### config.mk
export PLATFORM = sky130hd
export DESIGN_NAME = pmsr_status_regs
export DESIGN_NICKNAME = d
export VERILOG_FILES = /design/src/pmsr_pkg.sv /design/src/pmsr_status_regs.sv /design/src/pmsr_sync2.sv /design/src/pmsr_sticky_flags.sv
export VERILOG_INCLUDE_DIRS = /design/src /design/src/src
export SDC_FILE = /design/constraint.sdc
export NUM_CORES = 1
export LEC_CHECK = 0
export BUFFER_PORTS_ARGS = -buffer_cell sky130_fd_sc_hd__buf_2
export CAP_MARGIN = 15
export CORE_MARGIN = 2
export CORE_UTILIZATION = 35
export DETAILED_ROUTE_END_ITERATION = 10
export GPL_TIMING_DRIVEN = 0
export HOLD_SLACK_MARGIN = 0.06
export PLACE_DENSITY = 0.66
export REMOVE_ABC_BUFFERS = 1
export SLEW_MARGIN = 5
export SYNTH_ARGS = -nofsm -noshare
export SYNTH_HDL_FRONTEND = slang
export SYNTH_SLANG_ARGS = --single-unit
### constraint.sdc
create_clock -name ref_clk_in -period 1 [get_ports ref_clk_in]
set_input_delay 0.1 -clock ref_clk_in [delete_from_list [all_inputs] [get_ports ref_clk_in]]
set_output_delay 0.1 -clock ref_clk_in [all_outputs]
set_load 0.01 [all_outputs]
### src/pmsr_consts.svh
// Constants for the power monitor status register bank
`ifndef PMSR_CONSTS_SVH
`define PMSR_CONSTS_SVH

`define PMSR_WORD_W 16
`define PMSR_BYTE_W 8

// Command codes
`define PMSR_CMD_STATUS_BYTE 8'h78
`define PMSR_CMD_SUMMARY 8'h79
`define PMSR_CMD_OUTPUT_VOLTAGE_SENSE_PIN_FLAGS 8'h7A
`define PMSR_CMD_IOUT_FLAGS 8'h7B
`define PMSR_CMD_INPUT_FLAGS 8'h7C

// Reset values
`define PMSR_SUMMARY_RST 16'h0000
`define PMSR_BYTE_RST 8'h00

// Summary word fields
`define PMSR_SW_OUTPUT_VOLTAGE_SENSE_PIN_BIT 15
`define PMSR_SW_IOUT_BIT 14
`define PMSR_SW_INPUT_BIT 13
`define PMSR_SW_MAKER_BIT 12
`define PMSR_SW_PGOOD_N_BIT 11
`define PMSR_SW_RSVD_HI 10
`define PMSR_SW_RSVD_LO 8
`define PMSR_SW_RSVD_ZERO 3'h0
`define PMSR_SW_BYTE_HI 7

// Single-byte status fields
`define PMSR_SB_GATE_OFF_BIT 6
`define PMSR_SB_CUR_FAULT_BIT 4
`define PMSR_SB_LOW_PIN_BIT 3
`define PMSR_SB_COMM_ERR_BIT 1
`define PMSR_SB_OTHER_BIT 0

// Output-voltage flag fields
`define PMSR_OV_HIGH_WARN_BIT 6
`define PMSR_OV_LOW_WARN_BIT 5

// Output-current flag fields
`define PMSR_OC_TIMEOUT_BIT 7
`define PMSR_OC_HIGH_WARN_BIT 5

// Input-supply flag fields
`define PMSR_IN_HIGH_PIN_BIT 7
`define PMSR_IN_HIGH_WARN_BIT 6
`define PMSR_IN_LOW_WARN_BIT 5
`define PMSR_IN_LOW_PIN_BIT 4

// Synchroniser reset levels: comparators idle at "good"
`define PMSR_FB_SYNC_RST 1'h1
`define PMSR_HI_SYNC_RST 1'h0
`define PMSR_LO_SYNC_RST 1'h1

`endif

### src/pmsr_pkg.sv
// Types shared by the power monitor status register bank
`include "pmsr_consts.svh"

package pmsr_pkg;

    // Same-clock event pulses or levels from the monitor and fault timer
    typedef struct packed {
        logic output_high_warning;
        logic output_low_warning;
        logic current_timeout_fault;
        logic current_high_warning;
        logic input_high_warning;
        logic input_low_warning;
    } pmsr_mon_events_s;

    // One status read answer
    typedef struct packed {
        logic valid;
        logic is_word;
        logic refused;
        logic [`PMSR_WORD_W-1:0] data;
    } pmsr_reply_s;

endpackage : pmsr_pkg

### src/pmsr_status_regs.sv
// Status register bank of the hot-swap power monitor, read by command code
`timescale 1ns/1ps
`include "pmsr_consts.svh"

module pmsr_status_regs
    import pmsr_pkg::*;
#(
    parameter bit HAS_OUTPUT_VOLTAGE_SENSE_PIN_SENSE = 1'b1
) (
    input wire logic ref_clk_in,
    input wire logic rst_n_in,
    input wire logic cmd_valid_in,
    input wire logic [`PMSR_BYTE_W-1:0] cmd_code_in,
    input wire logic clear_faults_in,
    input wire pmsr_mon_events_s mon_events_in,
    input wire logic gate_off_in,
    input wire logic [`PMSR_BYTE_W-1:0] maker_specific_flags_in,
    input wire logic feedback_sense_pin_in,
    input wire logic input_high_threshold_pin_in,
    input wire logic input_low_threshold_pin_in,
    output pmsr_reply_s reply_out,
    output logic power_ok_pin_out
);

    // Comparator pins are asynchronous to the register clock
    logic fb_above;
    logic hi_above;
    logic lo_above;

    pmsr_sync2 #(
        .WIDTH(1),
        .RESET_VAL(`PMSR_FB_SYNC_RST)
    ) u_sync_fb (
        .ref_clk_in(ref_clk_in),
        .rst_n_in(rst_n_in),
        .async_in(feedback_sense_pin_in),
        .sync_out(fb_above)
    );

    pmsr_sync2 #(
        .WIDTH(1),
        .RESET_VAL(`PMSR_HI_SYNC_RST)
    ) u_sync_hi (
        .ref_clk_in(ref_clk_in),
        .rst_n_in(rst_n_in),
        .async_in(input_high_threshold_pin_in),
        .sync_out(hi_above)
    );

    pmsr_sync2 #(
        .WIDTH(1),
        .RESET_VAL(`PMSR_LO_SYNC_RST)
    ) u_sync_lo (
        .ref_clk_in(ref_clk_in),
        .rst_n_in(rst_n_in),
        .async_in(input_low_threshold_pin_in),
        .sync_out(lo_above)
    );

    // Power-ok pin follows the synchronised feedback comparator
    always_ff @(posedge ref_clk_in) begin
        if (!rst_n_in) begin
            power_ok_pin_out <= `PMSR_FB_SYNC_RST;
        end else begin
            power_ok_pin_out <= fb_above;
        end
    end

    // Set vectors for each latched register
    logic [`PMSR_BYTE_W-1:0] output_voltage_sense_pin_set;
    logic [`PMSR_BYTE_W-1:0] iout_set;
    logic [`PMSR_BYTE_W-1:0] input_set;
    logic comm_err_set;

    always_comb begin
        output_voltage_sense_pin_set = `PMSR_BYTE_RST;
        if (HAS_OUTPUT_VOLTAGE_SENSE_PIN_SENSE) begin
            output_voltage_sense_pin_set[`PMSR_OV_HIGH_WARN_BIT] = mon_events_in.output_high_warning;
            output_voltage_sense_pin_set[`PMSR_OV_LOW_WARN_BIT] = mon_events_in.output_low_warning;
        end
    end

    always_comb begin
        iout_set = `PMSR_BYTE_RST;
        iout_set[`PMSR_OC_TIMEOUT_BIT] = mon_events_in.current_timeout_fault;
        iout_set[`PMSR_OC_HIGH_WARN_BIT] = mon_events_in.current_high_warning;
    end

    always_comb begin
        input_set = `PMSR_BYTE_RST;
        input_set[`PMSR_IN_HIGH_PIN_BIT] = hi_above;
        input_set[`PMSR_IN_HIGH_WARN_BIT] = mon_events_in.input_high_warning;
        input_set[`PMSR_IN_LOW_WARN_BIT] = mon_events_in.input_low_warning;
        input_set[`PMSR_IN_LOW_PIN_BIT] = ~lo_above;
    end

    // Any unsupported command code is a communication error
    logic cmd_known;

    always_comb begin
        unique case (cmd_code_in)
            `PMSR_CMD_STATUS_BYTE: cmd_known = 1'b1;
            `PMSR_CMD_SUMMARY: cmd_known = 1'b1;
            `PMSR_CMD_OUTPUT_VOLTAGE_SENSE_PIN_FLAGS: cmd_known = HAS_OUTPUT_VOLTAGE_SENSE_PIN_SENSE;
            `PMSR_CMD_IOUT_FLAGS: cmd_known = 1'b1;
            `PMSR_CMD_INPUT_FLAGS: cmd_known = 1'b1;
            default: cmd_known = 1'b0;
        endcase
    end

    assign comm_err_set = cmd_valid_in & ~cmd_known;

    logic [`PMSR_BYTE_W-1:0] output_voltage_flags_q;
    logic [`PMSR_BYTE_W-1:0] output_current_flags_q;
    logic [`PMSR_BYTE_W-1:0] input_supply_flags_q;
    logic comm_err_q;

    pmsr_sticky_flags #(
        .WIDTH(`PMSR_BYTE_W)
    ) u_output_voltage_sense_pin_flags (
        .ref_clk_in(ref_clk_in),
        .rst_n_in(rst_n_in),
        .set_in(output_voltage_sense_pin_set),
        .clear_in(clear_faults_in),
        .flags_out(output_voltage_flags_q)
    );

    pmsr_sticky_flags #(
        .WIDTH(`PMSR_BYTE_W)
    ) u_iout_flags (
        .ref_clk_in(ref_clk_in),
        .rst_n_in(rst_n_in),
        .set_in(iout_set),
        .clear_in(clear_faults_in),
        .flags_out(output_current_flags_q)
    );

    pmsr_sticky_flags #(
        .WIDTH(`PMSR_BYTE_W)
    ) u_input_flags (
        .ref_clk_in(ref_clk_in),
        .rst_n_in(rst_n_in),
        .set_in(input_set),
        .clear_in(clear_faults_in),
        .flags_out(input_supply_flags_q)
    );

    pmsr_sticky_flags #(
        .WIDTH(1)
    ) u_comm_err (
        .ref_clk_in(ref_clk_in),
        .rst_n_in(rst_n_in),
        .set_in(comm_err_set),
        .clear_in(clear_faults_in),
        .flags_out(comm_err_q)
    );

    // Read views; reserved positions are never set, masks keep them zero
    logic [`PMSR_BYTE_W-1:0] output_voltage_flags;
    logic [`PMSR_BYTE_W-1:0] output_current_flags;
    logic [`PMSR_BYTE_W-1:0] input_supply_flags;

    always_comb begin
        output_voltage_flags = `PMSR_BYTE_RST;
        output_current_flags = `PMSR_BYTE_RST;
        output_voltage_flags[`PMSR_OV_HIGH_WARN_BIT] =
            output_voltage_flags_q[`PMSR_OV_HIGH_WARN_BIT];
        output_voltage_flags[`PMSR_OV_LOW_WARN_BIT] =
            output_voltage_flags_q[`PMSR_OV_LOW_WARN_BIT];
        output_current_flags[`PMSR_OC_TIMEOUT_BIT] =
            output_current_flags_q[`PMSR_OC_TIMEOUT_BIT];
        output_current_flags[`PMSR_OC_HIGH_WARN_BIT] =
            output_current_flags_q[`PMSR_OC_HIGH_WARN_BIT];
    end

    always_comb begin
        input_supply_flags = `PMSR_BYTE_RST;
        input_supply_flags[`PMSR_IN_HIGH_PIN_BIT] =
            input_supply_flags_q[`PMSR_IN_HIGH_PIN_BIT];
        input_supply_flags[`PMSR_IN_HIGH_WARN_BIT] =
            input_supply_flags_q[`PMSR_IN_HIGH_WARN_BIT];
        input_supply_flags[`PMSR_IN_LOW_WARN_BIT] =
            input_supply_flags_q[`PMSR_IN_LOW_WARN_BIT];
        input_supply_flags[`PMSR_IN_LOW_PIN_BIT] =
            input_supply_flags_q[`PMSR_IN_LOW_PIN_BIT];
    end

    // Live pending summaries
    logic output_voltage_pending;
    logic output_current_pending;
    logic input_supply_pending;
    logic maker_flags_pending;
    logic other_flags_pending;

    assign output_voltage_pending = |output_voltage_flags;
    assign output_current_pending = |output_current_flags;
    assign input_supply_pending = |input_supply_flags;
    assign maker_flags_pending = |maker_specific_flags_in;
    assign other_flags_pending = output_voltage_pending | output_current_pending
        | input_supply_pending | maker_flags_pending;

    logic [`PMSR_BYTE_W-1:0] status_byte;
    logic [`PMSR_WORD_W-1:0] summary_status;

    always_comb begin
        status_byte = `PMSR_BYTE_RST;
        status_byte[`PMSR_SB_GATE_OFF_BIT] = gate_off_in;
        status_byte[`PMSR_SB_CUR_FAULT_BIT] = output_current_flags[`PMSR_OC_TIMEOUT_BIT];
        status_byte[`PMSR_SB_LOW_PIN_BIT] = input_supply_flags[`PMSR_IN_LOW_PIN_BIT];
        status_byte[`PMSR_SB_COMM_ERR_BIT] = comm_err_q;
        status_byte[`PMSR_SB_OTHER_BIT] = other_flags_pending;
    end

    always_comb begin
        summary_status = `PMSR_SUMMARY_RST;
        summary_status[`PMSR_SW_OUTPUT_VOLTAGE_SENSE_PIN_BIT] = output_voltage_pending;
        summary_status[`PMSR_SW_IOUT_BIT] = output_current_pending;
        summary_status[`PMSR_SW_INPUT_BIT] = input_supply_pending;
        summary_status[`PMSR_SW_MAKER_BIT] = maker_flags_pending;
        summary_status[`PMSR_SW_PGOOD_N_BIT] = ~power_ok_pin_out;
        summary_status[`PMSR_SW_RSVD_HI:`PMSR_SW_RSVD_LO] = `PMSR_SW_RSVD_ZERO;
        summary_status[`PMSR_SW_BYTE_HI:0] = status_byte;
    end

    // Answer selection; every field comes from one cycle's values
    pmsr_reply_s next_reply;

    always_comb begin
        next_reply = '0;
        next_reply.valid = cmd_valid_in;
        if (cmd_valid_in) begin
            unique case (cmd_code_in)
                `PMSR_CMD_STATUS_BYTE: begin
                    next_reply.data = {{`PMSR_BYTE_W{1'b0}}, status_byte};
                end
                `PMSR_CMD_SUMMARY: begin
                    next_reply.is_word = 1'b1;
                    next_reply.data = summary_status;
                end
                `PMSR_CMD_OUTPUT_VOLTAGE_SENSE_PIN_FLAGS: begin
                    next_reply.refused = ~HAS_OUTPUT_VOLTAGE_SENSE_PIN_SENSE;
                    next_reply.data = {{`PMSR_BYTE_W{1'b0}}, output_voltage_flags};
                end
                `PMSR_CMD_IOUT_FLAGS: begin
                    next_reply.data = {{`PMSR_BYTE_W{1'b0}}, output_current_flags};
                end
                `PMSR_CMD_INPUT_FLAGS: begin
                    next_reply.data = {{`PMSR_BYTE_W{1'b0}}, input_supply_flags};
                end
                default: begin
                    next_reply.refused = 1'b1;
                end
            endcase
        end
    end

    always_ff @(posedge ref_clk_in) begin
        if (!rst_n_in) begin
            reply_out <= '0;
        end else begin
            reply_out <= next_reply;
        end
    end

endmodule : pmsr_status_regs

### src/pmsr_sync2.sv
// Two-flop synchroniser for asynchronous comparator pins
`timescale 1ns/1ps

module pmsr_sync2 #(
    parameter int WIDTH = 1,
    parameter logic [WIDTH-1:0] RESET_VAL = '0
) (
    input wire logic ref_clk_in,
    input wire logic rst_n_in,
    input wire logic [WIDTH-1:0] async_in,
    output logic [WIDTH-1:0] sync_out
);

    logic [WIDTH-1:0] meta;

    always_ff @(posedge ref_clk_in) begin
        if (!rst_n_in) begin
            meta <= RESET_VAL;
            sync_out <= RESET_VAL;
        end else begin
            meta <= async_in;
            sync_out <= meta;
        end
    end

endmodule : pmsr_sync2

### src/pmsr_sticky_flags.sv
// Group of latched status flags; a set in the clear cycle wins
`timescale 1ns/1ps

module pmsr_sticky_flags #(
    parameter int WIDTH = 8
) (
    input wire logic ref_clk_in,
    input wire logic rst_n_in,
    input wire logic [WIDTH-1:0] set_in,
    input wire logic clear_in,
    output logic [WIDTH-1:0] flags_out
);

    always_ff @(posedge ref_clk_in) begin
        if (!rst_n_in) begin
            flags_out <= '0;
        end else begin
            flags_out <= set_in | (flags_out & {WIDTH{~clear_in}});
        end
    end

endmodule : pmsr_sticky_flags

# Word level (Yosys, flattened, before mapping)
# Cells that the tools add are included.
totals:
  in_bits: 30
  out_inout_bits: 20
  n_memories: 0
  ram_bits: 0
  word_cells: 46
  ff_bits: 51
  romBits: 0
  latch_bits: 0
classes:
  multipliers: 0
  reduce_logical: 6
  add_sub_neg: 0
  n_lt_le_gt_ge: 0
  n_div: 0
  shift: 0
  eq_ne: 5
  bitwise: 16
  muxes: 4
ops:
  columns: ["operator", "count"]
  rows:
  - ["$pmux W16 S5", 1]
  - ["$eq A8 B7 Y1 const B", 5]
  - ["$and A8 B8 Y8", 3]
  - ["$or A8 B8 Y8", 2]
  - ["$or A7 B8 Y8", 1]
  - ["$reduce_or A8 Y1", 1]
  - ["$reduce_or A5 Y1", 1]
  - ["$not A1 Y1", 4]
  - ["$or A1 B1 Y1", 4]
  - ["$reduce_or A2 Y1", 2]
  - ["$reduce_or A4 Y1", 1]
  - ["$mux W1", 3]
  - ["$and A1 B1 Y1", 2]
  - ["$reduce_and A2 Y1", 1]

# Logic depth before layout (Yosys ltp)
logic_depth:
  word_depth: 6
  mapped_depth: 4
  mapped_depth_nobuf: 4

# Hierarchy
# A second synthesis with hierarchy kept.
unflattened:
  cells_unflattened: 158
  hier_area_um2: 1650.3
by_module_without_submodules:
  columns: ["module", "n_inst", "area_per_inst_um2", "cells_per_inst", "seq_area_each_um2"]
  rows:
  - ["pmsr_sticky_flags at u_input_flags ...", 3, 275.3, 25, 160.2]
  - ["pmsr_status_regs", 1, 625.6, 68, 320.3]
  - ["pmsr_sync2", 3, 52.6, 4, 40.0]
  - ["pmsr_sticky_flags at u_comm_err", 1, 41.3, 3, 20.0]

# Least setup slack after synthesis
# OpenSTA, ideal clock, no wires.
synth_path:
  path_type: "input-to-reg"
  startpoint: "input port maker_specific_flags_in[5]"
  endpoint: "register reply_out[0] (netlist name)"
  setup_slack_ps: 14
  cell_stages: 3
  n_path_buf: 0
  required_ps: 854
  setup_ps: 146
  t_arrival_ps: 840
  path_cell_list: "or4_1 -> nor2_1 -> a41oi_1"
synth_between:
  elab_chain_len: 3
synth_lines:
  columns: ["element", "line_no", "rtl"]
  rows:
  - ["start, declared", "pmsr_status_regs.sv:17", "input wire logic [`PMSR_BYTE_W-1:0] maker_specific_flags_in,"]
  - ["$reduce_or A8 Y1", "pmsr_status_regs.sv:198", "assign maker_flags_pending = |maker_specific_flags_in;"]
  - ["$or A1 B1 Y1", "pmsr_status_regs.sv:200", "| input_supply_pending | maker_flags_pending;"]
  - ["$pmux W16 S5", "pmsr_status_regs.sv:232", "unique case (cmd_code_in)"]
  - ["end signal, assigned", "pmsr_status_regs.sv:261", "reply_out <= next_reply;"]
  - ["end, declared", "pmsr_status_regs.sv:21", "output pmsr_reply_s reply_out,"]
# Every way passes these cells.
# A chain may end at the register's enable or synchronous reset.

# Worst setup path after layout
layout_path:
  startpoint: "input port cmd_code_in[3]"
  endpoint: "register u_comm_err.flags_out"
layout_between:
  elab_chain_len: 6
  elab_cells_between_ends: 10
  classes_between: "eq/ne: 5; mux: 1; bitwise: 3; reduce/logical: 1"
layout_lines:
  columns: ["element", "line_no", "rtl"]
  rows:
  - ["start, declared", "pmsr_status_regs.sv:13", "input wire logic [`PMSR_BYTE_W-1:0] cmd_code_in,"]
  - ["$eq A8 B7 Y1", "pmsr_status_regs.sv:101", "unique case (cmd_code_in)"]
  - ["$reduce_or A5 Y1 (no source line) *", null, null]
  - ["$mux W1 *", "pmsr_status_regs.sv:101", null]
  - ["$not A1 Y1 *", "pmsr_status_regs.sv:111", "assign comm_err_set = cmd_valid_in & ~cmd_known;"]
  - ["$and A1 B1 Y1 *", "pmsr_status_regs.sv:111", null]
  - ["$or A1 B1 Y1 *", "pmsr_sticky_flags.sv:18", "flags_out <= set_in | (flags_out & {WIDTH{~clear_in}});"]
  - ["end signal, assigned", "pmsr_sticky_flags.sv:18", null]
  - ["end, declared", "pmsr_sticky_flags.sv:11", "output logic [WIDTH-1:0] flags_out"]
# Every way passes the cells marked *; elsewhere a longest branch is shown, timed or not.

==> impl_metrics.csv <==
group,metric,value,unit
synth,syn-cell-area,1080,µm²
routing,drtIter0Drc,26,
synth,avgSynthCellArea,9.85,µm²
routing,firstDrtPassIters,4,
clock_network,path_clk_slew,0.09,ns
place,gp_congestion,0.784,
routing,wl_per_cell,10.5,µm
routing,drc,0,
synth,postSynth.asyncResetShare,0,
global_route,grt_use_total,0.134,
pwr,leakagePower,0.000729,µW
clock_network,clk_latency,0.33,ns
global_route,grt_overflow,0,
pwr,p_per_area,1740,nW/µm²
clock_network,cts_root_buf,"clkbuf_4",
worst_setup_path,critPathMaxStageDelay,0.59,ns
floorplan,core,3000,µm²
sta,fmax,1100,MHz
hold_path,hp-class,"input pin to register",
synth,yosysSeqAreaShare,0.573,
outcome,status,"complete, no violations",
worst_setup_path,end_kind,"register",
place,portBuffers,45,
clock_network,cts_tree,"done",
finish,diodes,0,
place,dp_hpwl,1590,µm
synth,synth_edf_count,0,
routing,wirelength,2130,µm
routing,highest_layer,"met4",
synth,synth_common_cells,"dfxtp_1 (31), nor2_1 (11), a21oi_1 (9), nor2b_1 (9), inv_1 (6)",
synth,synthTopCellsByArea,"dfxtp_1 (57%), nor2b_1 (5.2%), a21oi_1 (4.2%)",
synth,yosys.area.top_type_share,0.573,
routing,vias,944,
clock_network,h-tree-depth,2,
clock_network,clock_sink_count,31,
worst_setup_path,startpoint_type,"input pin",
finish,fin_util,0.517,
routing,routed-wl-met2,979,µm
sta,setup_tns,0,ns
floorplan,start_util,0.361,
sta,period_minus_slack,0.911,ns
routing,ant_nets,0,
worst_setup_path,critical_path.max_fanout,5,
clock_network,holdBufCountCts,12,
worst_setup_path,critical_path_arrival,1.15,ns
job,cap_viol_max_count,0,
sta,rsz0062_at_grt,"false",
sta,finClkSkew,0.00839,ns
finish,drive_gt1_frac,0.327,
clock_network,numCtsBuffers,5,
sta,timing.hold.ws,0.0298,ns
floorplan,placement_rows,20,
sta,finalMaxSlewViolations,0,
sta,fin_crit_sh,0.911,
routing,wl_met1,857,µm
global_route,grt_max_degree,18,
synth,synth-seq-cells,31,
synth,ys_warn_count,0,
global_route,grt_pass1_vias,864,
synth,syn_inst,110,
floorplan,die_x,59.6,µm
floorplan,chipHeight,59.6,µm
place,dpl.cell_count,184,
finish,fin_cells,204,
worst_setup_path,cp.required,1.24,ns
synth,synth_cell_types,29,
clock_network,cts_buffer_depth,2,
pwr,power.total,2700,µW
worst_setup_path,crit_path_cell_trace,"buf_2 -> dlygate4sd3_1 -> a31oi_1 -> a31o_2",
worst_setup_path,crit_slowest_cell,"dlygate4sd3_1",
synth,yosys_most_used_dff,"dfxtp_1",
worst_setup_path,crit_type,"input pin to register",
global_route,grt_pass1_wl,3400,µm
floorplan,io_pins,50,
finish,fin_nets,200,
floorplan,die_area,3560,µm²
synth,yosys.area.top_type,"dfxtp_1",
sta,setup-violations-final,0,
routing,avgViaCountPerCell,4.63,
global_route,antenna_found_initial,0,
pwr,ir_drop,0.650,mV
clock_network,post-cts-setup-buffer-count,0,
finish,area_growth,43.2,%
synth,synth.most_common_cell,"dfxtp_1",
routing,met3_length,226,µm
sta,final-hold-violation-count,0,
[layer usage]
layer,GRT usage,vias up
met5,0,-
met4,0.0984,0
met3,0.0699,8
met2,0.211,45
met1,0.133,404
li1,-,487
[worst paths after layout]
path	end	from	cells after the start	slack, ns
worst max-delay path	u_comm_err.flags_out	cmd_code_in[3]	4	0.09
worst max register to register	reply_out[0]	u_input_flags.flags_out[7]	2	0.10
worst min register to register	u_sync_fb.sync_out	u_sync_fb.meta	1	0.42
worst min-delay path	reply_out[16]	cmd_valid_in	3	0.03
[where the power goes]
part           leakage (µW)  switching (µW)  internal (µW)
Combinational      0.000423            94.2            122
Clock             0.0000525             408            780
Sequential         0.000254            24.3           1270
Total              0.000729             527           2170
[flip-flops by register name, summed over array words and instances (netlist names)]
register and count:
u_sync_lo.meta 1, u_sync_fb.sync_out 1, u_sync_hi.sync_out 1, u_input_flags.flags_out 4, u_sync_lo.sync_out 1, u_output_voltage_sense_pin_flags.flags_out 2
u_iout_flags.flags_out 2, u_sync_fb.meta 1, u_sync_hi.meta 1, reply_out 15, u_comm_err.flags_out 1, power_ok_pin_out 1
[area by class of cell]
class	instances	area, µm²
Clock inverter	2	60.1
Fill cell	293	1450
Clock buffer	6	41.3
Timing Repair Buffer	57	345
Sequential cell	31	621
Multi-Input combinational cell	69	420
Tap cell	33	41.3
Inverter	6	22.5
[worst max-delay path: cells and delay by family]
kind                   cells  cell delay [ns]
AOI/OAI and AO/OA          2             0.34
buffers and inverters      2             0.72
[cell usage in the layout (no fill, tap or decap), drive strengths merged]
cell type     n
dlygate4sd3  12
a41oi         1
nor3b         1
nand4         5
clkbuf        6
and2b         1
inv           6
a31oi         1
o211ai        1
conb          4
nand2b        5
bufinv        2
and2          3
dfxtp        31
nor3          2
or4           2
and3b         2
buf          45
a2bb2oi       1
a32oi         2
o21ai         2
nand2         4
a21oi         9
a31o          1
nor2b         9
nor4          1
and4b         1
nor2         11
[per-stage QoR]
stage | setup WS (ns) | cell area (µm²)
2_1_floorplan | 0.0135 | 1050
3_3_place_gp | -0.139 | 1320
3_5_place_dp | -0.164 | 1320
4_1_cts | 0.0570 | 1540
5_1_grt | 0.0190 | 1550
6_report | 0.0889 | 1550
[kinds of logic after synthesis]
logic type | synth area share
compound gates | 0.104
buf+inv | 0.0635
flops | 0.573
other cells | 0.00346
simple gates | 0.256
[what timing repair did]
| item | 4_1_cts | 5_1_grt |
|---|---|---|
| pin swaps | 0 | 0 |
| resized for setup | 1 | 1 |
| endpoints found under the hold margin | 12 | 1 |
| setup endpoints to repair | 1 | 1 |
No activity file was read; power rests on OpenSTA's default activity.
